[config.mk]
export PLATFORM = sky130hd
export DESIGN_NAME = instruction_set_decoder
export DESIGN_NICKNAME = d
export VERILOG_FILES = /design/src/pkg/isd_pkg.sv /design/src/rtl/instr_field_decode.sv /design/src/rtl/instruction_set_decoder.sv
export VERILOG_INCLUDE_DIRS = /design/src /design/src/pkg
export SDC_FILE = /design/constraint.sdc
export NUM_CORES = 1
export LEC_CHECK = 0
export ABC_AREA = 1
export BUFFER_PORTS_ARGS = -buffer_cell sky130_fd_sc_hd__buf_2
export CAP_MARGIN = 5
export CORE_MARGIN = 10
export CORE_UTILIZATION = 66
export CTS_BUF_LIST = sky130_fd_sc_hd__clkbuf_16
export DETAILED_ROUTE_END_ITERATION = 16
export PLACE_DENSITY = 0.9
export SYNTH_ARGS = -nofsm -noshare
export SYNTH_HDL_FRONTEND = slang
export SYNTH_SLANG_ARGS = --single-unit
[constraint.sdc]
create_clock -name ref_clk -period 9.8 [get_ports ref_clk]
set_input_delay 0 -clock ref_clk [delete_from_list [all_inputs] [get_ports ref_clk]]
set_output_delay 0 -clock ref_clk [all_outputs]
set_load 0.01 [all_outputs]
[src/pkg/isd_params.svh]
// Purpose: Constants for the instruction decoder and execute timing.
// Assumes: 14-bit instruction word, 8-bit data path, 7-bit file register index.
// Notes:   Definitions only.
`ifndef ISD_PARAMS_SVH
`define ISD_PARAMS_SVH
`define IW_MSB        13
`define GRP_HI        13
`define GRP_LO        12
`define OP4_HI        11
`define OP4_LO        8
`define DEST_BIT      7
`define FIDX_HI       6
`define FIDX_LO       0
`define BPOS_HI       9
`define BPOS_LO       7
`define BOP_HI        11
`define BOP_LO        10
`define K8_HI         7
`define K11_HI        10
`define K_LO          0
`define GOTO_BIT      11
`define LIT_HI        11
`define LIT_LO        8
`define CTL_HI        7
`define CTL_LO        0
`define Q_PER_CYCLE   2'h3
`define RESET_VECTOR  11'h000
`define IRQ_VECTOR    11'h004
`define PORT_IDX      7'h05
`define TIMER_IDX     7'h01
`define STATUS_IDX    7'h03
`define PCL_IDX       7'h02
`define STACK_DEPTH   8
`define OSC_HZ        20000000
`define OSC_PERIOD_NS 50
`endif

[src/pkg/isd_pkg.sv]
// Purpose: Types shared by the decoder files.
// Assumes: Constants live in isd_params.svh.
// Notes:   One packed struct, decoded_s, carries decoded fields between stages.
package isd_pkg;
    typedef enum logic [1:0] {
        GRP_BYTE = 2'b00,
        GRP_BIT  = 2'b01,
        GRP_JUMP = 2'b10,
        GRP_LIT  = 2'b11
    } group_e;

    typedef enum logic [4:0] {
        OP_NOP = 5'h00, OP_MOVWF = 5'h01, OP_CLRW = 5'h02, OP_ZERO = 5'h03,
        OP_SUB = 5'h04, OP_DEC = 5'h05, OP_IOR = 5'h06, OP_AND = 5'h07,
        OP_XOR = 5'h08, OP_ADD = 5'h09, OP_MOV = 5'h0a, OP_COM = 5'h0b,
        OP_INC = 5'h0c, OP_DECSZ = 5'h0d, OP_RRC = 5'h0e, OP_RLC = 5'h0f,
        OP_SWAP = 5'h10, OP_INCSZ = 5'h11, OP_BCLR = 5'h12, OP_BSET = 5'h13,
        OP_BTSC = 5'h14, OP_BTSS = 5'h15, OP_CALL = 5'h16, OP_GOTO = 5'h17,
        OP_MOVLW = 5'h18, OP_RETLW = 5'h19, OP_IORLW = 5'h1a, OP_ANDLW = 5'h1b,
        OP_XORLW = 5'h1c, OP_SUBLW = 5'h1d, OP_ADDLW = 5'h1e, OP_CTRL = 5'h1f
    } op_e;

    typedef enum logic [2:0] {
        CT_NONE   = 3'h0,
        CT_RETURN = 3'h1,
        CT_RETFIE = 3'h2,
        CT_SLEEP  = 3'h3,
        CT_CLRWDT = 3'h4
    } ctl_e;

    typedef struct packed {
        group_e     grp;
        op_e        op;
        ctl_e       ctl;
        logic       dest_file;
        logic [6:0] fidx;
        logic [2:0] bpos;
        logic [7:0] k8;
        logic [10:0] k11;
        logic       illegal;
    } decoded_s;
endpackage

[src/rtl/instr_field_decode.sv]
// Purpose: Pure combinational split of a 14-bit word into group, operation and operands.
// Assumes: Word is stable for the decode cycle.
// Notes:   Don't-care opcode bits are never compared.
`timescale 1ns/1ns
`include "isd_params.svh"
module instr_field_decode (
    // Instruction word
    input  wire logic [13:0]      word,
    // Decoded result
    output isd_pkg::decoded_s     dec
);
    logic [3:0] op4;
    logic [7:0] ctl8;

    always_comb begin
        op4 = word[`OP4_HI:`OP4_LO];
        ctl8 = word[`CTL_HI:`CTL_LO];
        dec = '0;
        dec.grp = isd_pkg::group_e'(word[`GRP_HI:`GRP_LO]);
        dec.dest_file = word[`DEST_BIT];
        dec.fidx = word[`FIDX_HI:`FIDX_LO];
        dec.bpos = word[`BPOS_HI:`BPOS_LO];
        dec.k8 = word[`K8_HI:`K_LO];
        dec.k11 = word[`K11_HI:`K_LO];
        dec.op = isd_pkg::OP_NOP;
        dec.ctl = isd_pkg::CT_NONE;
        case (dec.grp)
            isd_pkg::GRP_BYTE: begin
                case (op4)
                    4'h0: begin
                        if (word[`DEST_BIT]) begin
                            dec.op = isd_pkg::OP_MOVWF;
                        end else begin
                            // Bits 6:5 are don't-care in the no-operation form.
                            case (ctl8 & 8'h9f)
                                8'h00: dec.ctl = isd_pkg::CT_NONE;
                                8'h08: dec.ctl = isd_pkg::CT_RETURN;
                                8'h09: dec.ctl = isd_pkg::CT_RETFIE;
                                default: begin
                                    if (ctl8 == 8'h63) begin
                                        dec.ctl = isd_pkg::CT_SLEEP;
                                    end else if (ctl8 == 8'h64) begin
                                        dec.ctl = isd_pkg::CT_CLRWDT;
                                    end else begin
                                        dec.illegal = 1'b1;
                                    end
                                end
                            endcase
                            dec.op = isd_pkg::OP_CTRL;
                        end
                    end
                    4'h1: dec.op = word[`DEST_BIT] ? isd_pkg::OP_ZERO : isd_pkg::OP_CLRW;
                    4'h2: dec.op = isd_pkg::OP_SUB;
                    4'h3: dec.op = isd_pkg::OP_DEC;
                    4'h4: dec.op = isd_pkg::OP_IOR;
                    4'h5: dec.op = isd_pkg::OP_AND;
                    4'h6: dec.op = isd_pkg::OP_XOR;
                    4'h7: dec.op = isd_pkg::OP_ADD;
                    4'h8: dec.op = isd_pkg::OP_MOV;
                    4'h9: dec.op = isd_pkg::OP_COM;
                    4'ha: dec.op = isd_pkg::OP_INC;
                    4'hb: dec.op = isd_pkg::OP_DECSZ;
                    4'hc: dec.op = isd_pkg::OP_RRC;
                    4'hd: dec.op = isd_pkg::OP_RLC;
                    4'he: dec.op = isd_pkg::OP_SWAP;
                    default: dec.op = isd_pkg::OP_INCSZ;
                endcase
            end
            isd_pkg::GRP_BIT: begin
                case (word[`BOP_HI:`BOP_LO])
                    2'h0: dec.op = isd_pkg::OP_BCLR;
                    2'h1: dec.op = isd_pkg::OP_BSET;
                    2'h2: dec.op = isd_pkg::OP_BTSC;
                    default: dec.op = isd_pkg::OP_BTSS;
                endcase
            end
            isd_pkg::GRP_JUMP: begin
                dec.op = word[`GOTO_BIT] ? isd_pkg::OP_GOTO : isd_pkg::OP_CALL;
            end
            default: begin
                // Low don't-care bits of the literal sub-opcode are masked.
                casez (word[`LIT_HI:`LIT_LO])
                    4'b00??: dec.op = isd_pkg::OP_MOVLW;
                    4'b01??: dec.op = isd_pkg::OP_RETLW;
                    4'b1000: dec.op = isd_pkg::OP_IORLW;
                    4'b1001: dec.op = isd_pkg::OP_ANDLW;
                    4'b1010: dec.op = isd_pkg::OP_XORLW;
                    4'b110?: dec.op = isd_pkg::OP_SUBLW;
                    4'b111?: dec.op = isd_pkg::OP_ADDLW;
                    default: begin
                        dec.op = isd_pkg::OP_NOP;
                        dec.illegal = 1'b1;
                    end
                endcase
            end
        endcase
    end
endmodule

[src/rtl/instruction_set_decoder.sv]
// Purpose: Fetch, decode and execute sequencing for a 14-bit instruction word core.
// Assumes: Program memory answers combinationally; file registers answer combinationally.
// Notes:   Work is done once per instruction cycle of four oscillator periods.
`timescale 1ns/1ns
`include "isd_params.svh"
module instruction_set_decoder (
    // Clock and reset
    input  wire logic         ref_clk,
    input  wire logic         nrst,
    // Program memory
    output logic [10:0]       instruction_pointer,
    input  wire logic [13:0]  prog_word,
    // File register port
    output logic [6:0]        file_idx,
    output logic              file_rd,
    input  wire logic [7:0]   file_rdata,
    output logic              file_wr,
    output logic [7:0]        file_wdata,
    // Port pins and side effects
    input  wire logic [7:0]   port_pins,
    output logic              pin_change_clear,
    input  wire logic         prescaler_on_timer,
    output logic              prescaler_clear,
    // Status and control
    output logic [7:0]        acc,
    output logic              carry,
    output logic              digit_carry,
    output logic              zero,
    output logic              sleep_req,
    output logic              wdt_clear,
    output logic              illegal_op,
    output logic              cycle_strobe
);
    typedef enum logic [1:0] {
        ST_FETCH = 2'b00,
        ST_EXEC  = 2'b01,
        ST_FLUSH = 2'b10
    } state_e;

    state_e                 state_r;
    logic [1:0]             q_r;
    logic [13:0]            ir_r;
    logic [10:0]            ptr_r;
    logic [10:0]            stack_r [0:`STACK_DEPTH-1];
    logic [2:0]             sp_r;
    isd_pkg::decoded_s      dec;
    logic                   q_end;
    logic [7:0]             src;
    logic [7:0]             res;
    logic [8:0]             sum;
    logic [4:0]             nib;
    logic                   res_c;
    logic                   res_dc;
    logic                   set_c;
    logic                   set_dc;
    logic                   set_z;
    logic                   to_acc;
    logic                   to_file;
    logic                   skip;
    logic                   jump;
    logic [10:0]            ptr_nxt;
    logic                   uses_file;
    logic [7:0]             pin_meta_r;
    logic [7:0]             pin_sync_r;

    instr_field_decode u_dec (
        .word (ir_r),
        .dec  (dec)
    );

    assign q_end = (q_r == `Q_PER_CYCLE);

    // One instruction cycle spans four oscillator periods.
    always_ff @(posedge ref_clk or negedge nrst) begin
        if (!nrst) begin
            q_r <= 2'h0;
        end else begin
            q_r <= q_r + 2'h1;
        end
    end

    assign cycle_strobe = q_end;
    assign instruction_pointer = ptr_r;
    assign uses_file = (dec.grp == isd_pkg::GRP_BIT) ||
        ((dec.grp == isd_pkg::GRP_BYTE) && (dec.op != isd_pkg::OP_CTRL) &&
         (dec.op != isd_pkg::OP_CLRW));
    assign file_idx = dec.fidx;
    // Read happens even for pure writes such as zeroing a register.
    assign file_rd = (state_r == ST_EXEC) && uses_file;
    // Pins are asynchronous, so two flops sit before any logic sees them.
    always_ff @(posedge ref_clk or negedge nrst) begin
        if (!nrst) begin
            pin_meta_r <= 8'h00;
            pin_sync_r <= 8'h00;
        end else begin
            pin_meta_r <= port_pins;
            pin_sync_r <= pin_meta_r;
        end
    end

    // Port reads take the pins, so a rewrite reflects external levels.
    assign src = (dec.fidx == `PORT_IDX) ? pin_sync_r : file_rdata;

    always_comb begin
        res = 8'h00;
        sum = 9'h000;
        nib = 5'h00;
        res_c = carry;
        res_dc = digit_carry;
        set_c = 1'b0;
        set_dc = 1'b0;
        set_z = 1'b0;
        to_acc = 1'b0;
        to_file = 1'b0;
        skip = 1'b0;
        jump = 1'b0;
        ptr_nxt = ptr_r + 11'h001;
        case (dec.op)
            isd_pkg::OP_MOVWF: begin res = acc; to_file = 1'b1; end
            isd_pkg::OP_CLRW:  begin res = 8'h00; to_acc = 1'b1; set_z = 1'b1; end
            isd_pkg::OP_ZERO:  begin res = 8'h00; to_file = 1'b1; set_z = 1'b1; end
            isd_pkg::OP_SUB, isd_pkg::OP_ADD, isd_pkg::OP_SUBLW, isd_pkg::OP_ADDLW: begin
                if (dec.op == isd_pkg::OP_SUB) begin
                    sum = {1'b0, src} + {1'b0, ~acc} + 9'h001;
                    nib = {1'b0, src[3:0]} + {1'b0, ~acc[3:0]} + 5'h01;
                end else if (dec.op == isd_pkg::OP_SUBLW) begin
                    sum = {1'b0, dec.k8} + {1'b0, ~acc} + 9'h001;
                    nib = {1'b0, dec.k8[3:0]} + {1'b0, ~acc[3:0]} + 5'h01;
                end else if (dec.op == isd_pkg::OP_ADD) begin
                    sum = {1'b0, src} + {1'b0, acc};
                    nib = {1'b0, src[3:0]} + {1'b0, acc[3:0]};
                end else begin
                    sum = {1'b0, dec.k8} + {1'b0, acc};
                    nib = {1'b0, dec.k8[3:0]} + {1'b0, acc[3:0]};
                end
                res = sum[7:0];
                res_c = sum[8];
                res_dc = nib[4];
                set_c = 1'b1;
                set_dc = 1'b1;
                set_z = 1'b1;
                to_acc = 1'b1;
            end
            isd_pkg::OP_DEC, isd_pkg::OP_DECSZ: begin
                res = src - 8'h01;
                set_z = (dec.op == isd_pkg::OP_DEC);
                skip = (dec.op == isd_pkg::OP_DECSZ) && (res == 8'h00);
                to_acc = 1'b1;
            end
            isd_pkg::OP_INC, isd_pkg::OP_INCSZ: begin
                res = src + 8'h01;
                set_z = (dec.op == isd_pkg::OP_INC);
                skip = (dec.op == isd_pkg::OP_INCSZ) && (res == 8'h00);
                to_acc = 1'b1;
            end
            isd_pkg::OP_IOR:   begin res = src | acc; set_z = 1'b1; to_acc = 1'b1; end
            isd_pkg::OP_AND:   begin res = src & acc; set_z = 1'b1; to_acc = 1'b1; end
            isd_pkg::OP_XOR:   begin res = src ^ acc; set_z = 1'b1; to_acc = 1'b1; end
            isd_pkg::OP_MOV:   begin res = src; set_z = 1'b1; to_acc = 1'b1; end
            isd_pkg::OP_COM:   begin res = ~src; set_z = 1'b1; to_acc = 1'b1; end
            isd_pkg::OP_SWAP:  begin res = {src[3:0], src[7:4]}; to_acc = 1'b1; end
            isd_pkg::OP_RRC: begin
                res = {carry, src[7:1]};
                res_c = src[0];
                set_c = 1'b1;
                to_acc = 1'b1;
            end
            isd_pkg::OP_RLC: begin
                res = {src[6:0], carry};
                res_c = src[7];
                set_c = 1'b1;
                to_acc = 1'b1;
            end
            isd_pkg::OP_BCLR: begin
                res = src & ~(8'h01 << dec.bpos);
                to_file = 1'b1;
            end
            isd_pkg::OP_BSET: begin
                res = src | (8'h01 << dec.bpos);
                to_file = 1'b1;
            end
            isd_pkg::OP_BTSC: skip = ~src[dec.bpos];
            isd_pkg::OP_BTSS: skip = src[dec.bpos];
            isd_pkg::OP_CALL, isd_pkg::OP_GOTO: begin
                jump = 1'b1;
                ptr_nxt = dec.k11;
            end
            isd_pkg::OP_MOVLW: begin res = dec.k8; to_acc = 1'b1; end
            isd_pkg::OP_RETLW: begin
                res = dec.k8;
                to_acc = 1'b1;
                jump = 1'b1;
                ptr_nxt = stack_r[sp_r - 3'h1];
            end
            isd_pkg::OP_IORLW: begin res = dec.k8 | acc; set_z = 1'b1; to_acc = 1'b1; end
            isd_pkg::OP_ANDLW: begin res = dec.k8 & acc; set_z = 1'b1; to_acc = 1'b1; end
            isd_pkg::OP_XORLW: begin res = dec.k8 ^ acc; set_z = 1'b1; to_acc = 1'b1; end
            isd_pkg::OP_CTRL: begin
                // No interrupts here, so the interrupt return acts as a plain return.
                if (dec.ctl == isd_pkg::CT_RETURN || dec.ctl == isd_pkg::CT_RETFIE) begin
                    jump = 1'b1;
                    ptr_nxt = stack_r[sp_r - 3'h1];
                end
            end
            default: res = 8'h00;
        endcase
        // Byte ops honour the target bit; other groups fixed their target above.
        if (dec.grp == isd_pkg::GRP_BYTE && to_acc) begin
            to_file = dec.dest_file;
            to_acc = ~dec.dest_file;
        end
        // A write to the low pointer byte is also a pointer change.
        if (to_file && dec.fidx == `PCL_IDX) begin
            jump = 1'b1;
            ptr_nxt = {ptr_r[10:8], res};
        end
    end

    // Sequencer: fetch at cycle end, execute next cycle, flush on a two-cycle op.
    always_ff @(posedge ref_clk or negedge nrst) begin
        if (!nrst) begin
            state_r <= ST_FETCH;
            ir_r <= 14'h0000;
            ptr_r <= `RESET_VECTOR;
        end else if (q_end) begin
            case (state_r)
                ST_FETCH: begin
                    ir_r <= prog_word;
                    ptr_r <= ptr_r + 11'h001;
                    state_r <= ST_EXEC;
                end
                ST_EXEC: begin
                    if (jump || skip) begin
                        // Prefetched word is dropped and a no-op fills the slot.
                        ir_r <= 14'h0000;
                        ptr_r <= skip ? ptr_r + 11'h001 : ptr_nxt;
                        state_r <= ST_FLUSH;
                    end else begin
                        ir_r <= prog_word;
                        ptr_r <= ptr_r + 11'h001;
                    end
                end
                ST_FLUSH: begin
                    ir_r <= prog_word;
                    ptr_r <= ptr_r + 11'h001;
                    state_r <= ST_EXEC;
                end
                default: state_r <= ST_FETCH;
            endcase
        end
    end

    // Return stack.
    always_ff @(posedge ref_clk or negedge nrst) begin
        if (!nrst) begin
            sp_r <= 3'h0;
        end else if (q_end && state_r == ST_EXEC) begin
            if (dec.op == isd_pkg::OP_CALL) begin
                stack_r[sp_r] <= ptr_r;
                sp_r <= sp_r + 3'h1;
            end else if (dec.op == isd_pkg::OP_RETLW ||
                         (dec.op == isd_pkg::OP_CTRL &&
                          (dec.ctl == isd_pkg::CT_RETURN || dec.ctl == isd_pkg::CT_RETFIE))) begin
                sp_r <= sp_r - 3'h1;
            end
        end
    end

    // Accumulator and status flags.
    always_ff @(posedge ref_clk or negedge nrst) begin
        if (!nrst) begin
            acc <= 8'h00;
            carry <= 1'b0;
            digit_carry <= 1'b0;
            zero <= 1'b0;
        end else if (q_end && state_r == ST_EXEC) begin
            if (to_acc) begin
                acc <= res;
            end
            if (set_c) begin
                carry <= res_c;
            end
            if (set_dc) begin
                digit_carry <= res_dc;
            end
            if (set_z) begin
                zero <= (res == 8'h00);
            end
        end
    end

    // File write-back and side effects, one-cycle pulses at cycle end.
    always_ff @(posedge ref_clk or negedge nrst) begin
        if (!nrst) begin
            file_wr <= 1'b0;
            file_wdata <= 8'h00;
            pin_change_clear <= 1'b0;
            prescaler_clear <= 1'b0;
            sleep_req <= 1'b0;
            wdt_clear <= 1'b0;
            illegal_op <= 1'b0;
        end else begin
            file_wr <= q_end && state_r == ST_EXEC && to_file;
            file_wdata <= res;
            pin_change_clear <= q_end && state_r == ST_EXEC && uses_file &&
                                dec.fidx == `PORT_IDX;
            prescaler_clear <= q_end && state_r == ST_EXEC && to_file &&
                               dec.fidx == `TIMER_IDX && prescaler_on_timer;
            sleep_req <= q_end && state_r == ST_EXEC && dec.op == isd_pkg::OP_CTRL &&
                         dec.ctl == isd_pkg::CT_SLEEP;
            wdt_clear <= q_end && state_r == ST_EXEC && dec.op == isd_pkg::OP_CTRL &&
                         (dec.ctl == isd_pkg::CT_CLRWDT || dec.ctl == isd_pkg::CT_SLEEP);
            illegal_op <= q_end && state_r == ST_EXEC && dec.illegal;
        end
    end
endmodule

==> flow_summary.yaml <==
power_and_ir_drop:
  p_sw_uw: 2603
  p_leak_uw: 0.005487
  power.density_nw_per_um2: 387.4
  p_clk_frac: 0.141
  power_frac_seq: 0.245
  sw_frac_of_total: 0.5576
  internal_power_uw: 2066
  vdd_ir_drop_max_v: 0.0002014
  combPwrFrac: 0.614
grt:
  grt_pass1_wl_um: 58650
  grt_max_degree: 47
  grt.total_usage: 0.3434
  grt_pass1_vias: 10370
  gr-total-overflow: 0
  grt_antenna_before_repair: 0
place:
  io_buffers: 77
  placed_cell_area_um2: 11240
  dp_hpwl_um: 26580
  pre_cts_ws_ns: 5.160
  place_inst: 1648
  finalWeightedCongestion: 1.043
clock_tree:
  clock_latency_ns: 0.44
  cts_made_buffers: 17
  cts_tree: "done"
  path_clk_slew_ns: 0.07
  clock_path_buffers: 2
  cts_resized: 0
  clkSinkCount: 161
  root_buffer: "clkbuf_16"
  htree_levels: 4
setup_path:
  timing.rr.end: "instruction_pointer[6]"
  critPathSlowestCell: "dfrtp_1"
  cp-end-kind: "flop"
  crit_path_max_incr_delay_ns: 0.71
  crit_required_ns: 10.12
  setup.worst_path.start: "ir_r[7]"
  critPathArrivalTime_ns: 5.21
  crit_path_end: "instruction_pointer[6]"
  r2r_start: "ir_r[7]"
  crit_path_start_kind: "flop"
  crit_fanout: 21
  cpMostUsedCell: "nand2_1"
  ff2ff_path_depth: 27
  reg2reg_slack_ns: 4.91
  worstSetupPathType: "reg -> reg"
route:
  drtAntennaViolNets: 0
  vias: 10930
  drc: 0
  wl_per_cell_um: 22.40
  drtIter0Drc: 1639
  dr.pass1.iters: 7
  drt-total-wl_um: 38170
  avgViaCountPerCell: 6.414
die:
  pin_count: 78
  num_rows: 46
  fp.dieH_um: 147.8
  dieArea_um2: 21840
  initial_core_util: 0.6761
  fp.coreArea_um2: 15940
  die_w_um: 147.8
logic_synthesis:
  synth_flop_cell: "edfxtp_1"
  ys_types: 55
  synth-edff-count: 88
  synth_area_um2: 10780
  synth-compound-area-share: 0.1313
  synthAdderAreaFrac: 0.04852
  syn_nets: 1468
  synth_most_common_cell: "nand2_1"
  syn_area_per_cell_um2: 7.727
  syn_inst: 1395
  ys_seq_area_frac: 0.4146
  ys_warn_count: 0
  synth-seq-cells: 161
  async_flop_share: 0.4534
  synthTopCellsByCount: "381 x nand2_1, 130 x nor2_1, 119 x nand3_1"
  synthXorXnorAreaFrac: 0.02832
  synth_top_family_by_area: "simple AND/OR/NAND/NOR gates"
  synthMuxAreaShare: 0
  synth_top_area_frac: 0.2452
  synth-simple-area-share: 0.3018
  synth_top_cell_by_area: "edfxtp_1"
  synth_area_leaders: "edfxtp_1 25%, dfrtp_1 17%, nand2_1 13%"
timing:
  hold_violations: 0
  fin_crit_sh: 0.4995
  max_freq_mhz: 204.3
  grt_setup_unrepaired: "no"
  setup_viol: 0
  maxSlewHeadroom: 0.3752
  setup_slack_ns: 4.905
  worst-slew-pin-transition_ns: 0.9301
  worst_hold_slack_ns: 0.09396
  tns_ns: 0
  report.final.slew_viol_count: 0
  min_period_ns: 4.895
  finClkSkew_ns: 0.01376
final_layout:
  drive_gt1_frac: 0.1351
  fin_nets: 1548
  n_antenna_cell: 0
  final_cells: 1704
  final_cell_area_um2: 12050
  syn2layout_area_growth_pct: 11.82
run:
  max_cap_viol_count: 0
run_status:
  status: "finished clean"
worst_hold_path:
  hold_path_class: "in -> async"
==> timing repair <==
action,CTS,global route
buffers inserted,0,0
endpoints found under the hold margin,60,0
hold buffers,24,0
==> stage by stage <==
stage | total power, uW | utilization
floorplan | 3063 | -
global placement | 3780 | 0.7051
detailed placement | 3851 | 0.7051
CTS | 4534 | 0.7560
global route | 4917 | 0.7560
finish | 4669 | 0.7560
==> area by class of cell <==
cell class | count | area [um2]
multi-input cells | 1045 | 5500
flip-flops and latches | 161 | 4469
fillers | 1132 | 3890
repair buffers | 114 | 725.7
inverters | 136 | 515.5
clock buffers | 17 | 425.4
well taps | 216 | 270.3
clock inverters | 15 | 146.4
==> sequential cells by signal, summed over array words and instances, names as in the netlist <==
| name | cells |
|---|---|
| sleep_req | 1 |
| carry | 1 |
| file_wdata | 8 |
| pin_sync_r | 8 |
| pin_change_clear | 1 |
| wdt_clear | 1 |
| digit_carry | 1 |
| sp_r | 3 |
| file_wr | 1 |
| pin_meta_r | 8 |
| illegal_op | 1 |
| instruction_pointer | 11 |
| q_r | 2 |
| stack_r | 88 |
| prescaler_clear | 1 |
| zero | 1 |
| acc | 8 |
| ir_r | 14 |
| state_r | 2 |
==> layout by cell type (no fill, tap or decap), types with 17 or more instances in the layout <==
master and count:
o221ai_1 18, inv_2 24, nor2_1 130, nand4_1 32, inv_1 107, dlygate4sd3_1 24, nor3_1 20, xor2_1 24
edfxtp_1 88, clkbuf_16 17, ha_1 37, nand2_1 381, nand3_1 119, a21oi_1 45, o21ai_0 108, o211ai_1 17
dfrtp_1 73, buf_2 76
==> power groups by stage <==
stage          sequential [uW]  clock, uW  combinational, uW
3_5_place_dp              1140          0               2710
2_1_floorplan             1040          0               2030
6_report                  1140        656               2870
3_3_place_gp              1130          0               2650
4_1_cts                   1130        652               2760
5_1_grt                   1150        678               3090
==> kinds of logic (layout without fill, tap and decap cells) <==
logic type,Yosys count,in the layout
buffers and inverters,189,282
and+or+nand+nor,733,733
xor gates and xnor gates,34,34
adders and majority gates,40,40
DFF,161,161
AOI/OAI and AO/OA,238,238
==> per-layer routing <==
layer,vias up,routed length (um),global-route usage
met5,-,0,0
met4,0,2092,0.1665
met3,190,4366,0.05952
met2,887,17880,0.5661
met1,4982,13830,0.4292
li1,4870,-,-
==> worst max-delay path: cells and delay by family (launching register included) <==
family	cells	cell delay, ns
AO/OA/AOI/OAI	3	0.37
XOR/XNOR	1	0.15
adder cells (fa/ha/maj)	2	0.65
buffers and inverters	3	0.60
flip-flops	1	0.71
AND/OR/NAND/NOR	18	2.27
==> how the worst min path moves through the flow <==
stage	startpoint	end	slack, ns	depth (start not counted)
finish	nrst	pin_meta_r[7]	0.09	2
global route	nrst	pin_meta_r[7]	0.14	2
CTS	nrst	pin_meta_r[7]	0.1	2
detailed placement	nrst	pin_meta_r[7]	0.02	1
global placement	nrst	pin_meta_r[7]	0.01	1
floorplan	nrst	acc[0]	-0.30	0
Note: power is estimated with default switching activity, not from simulation.
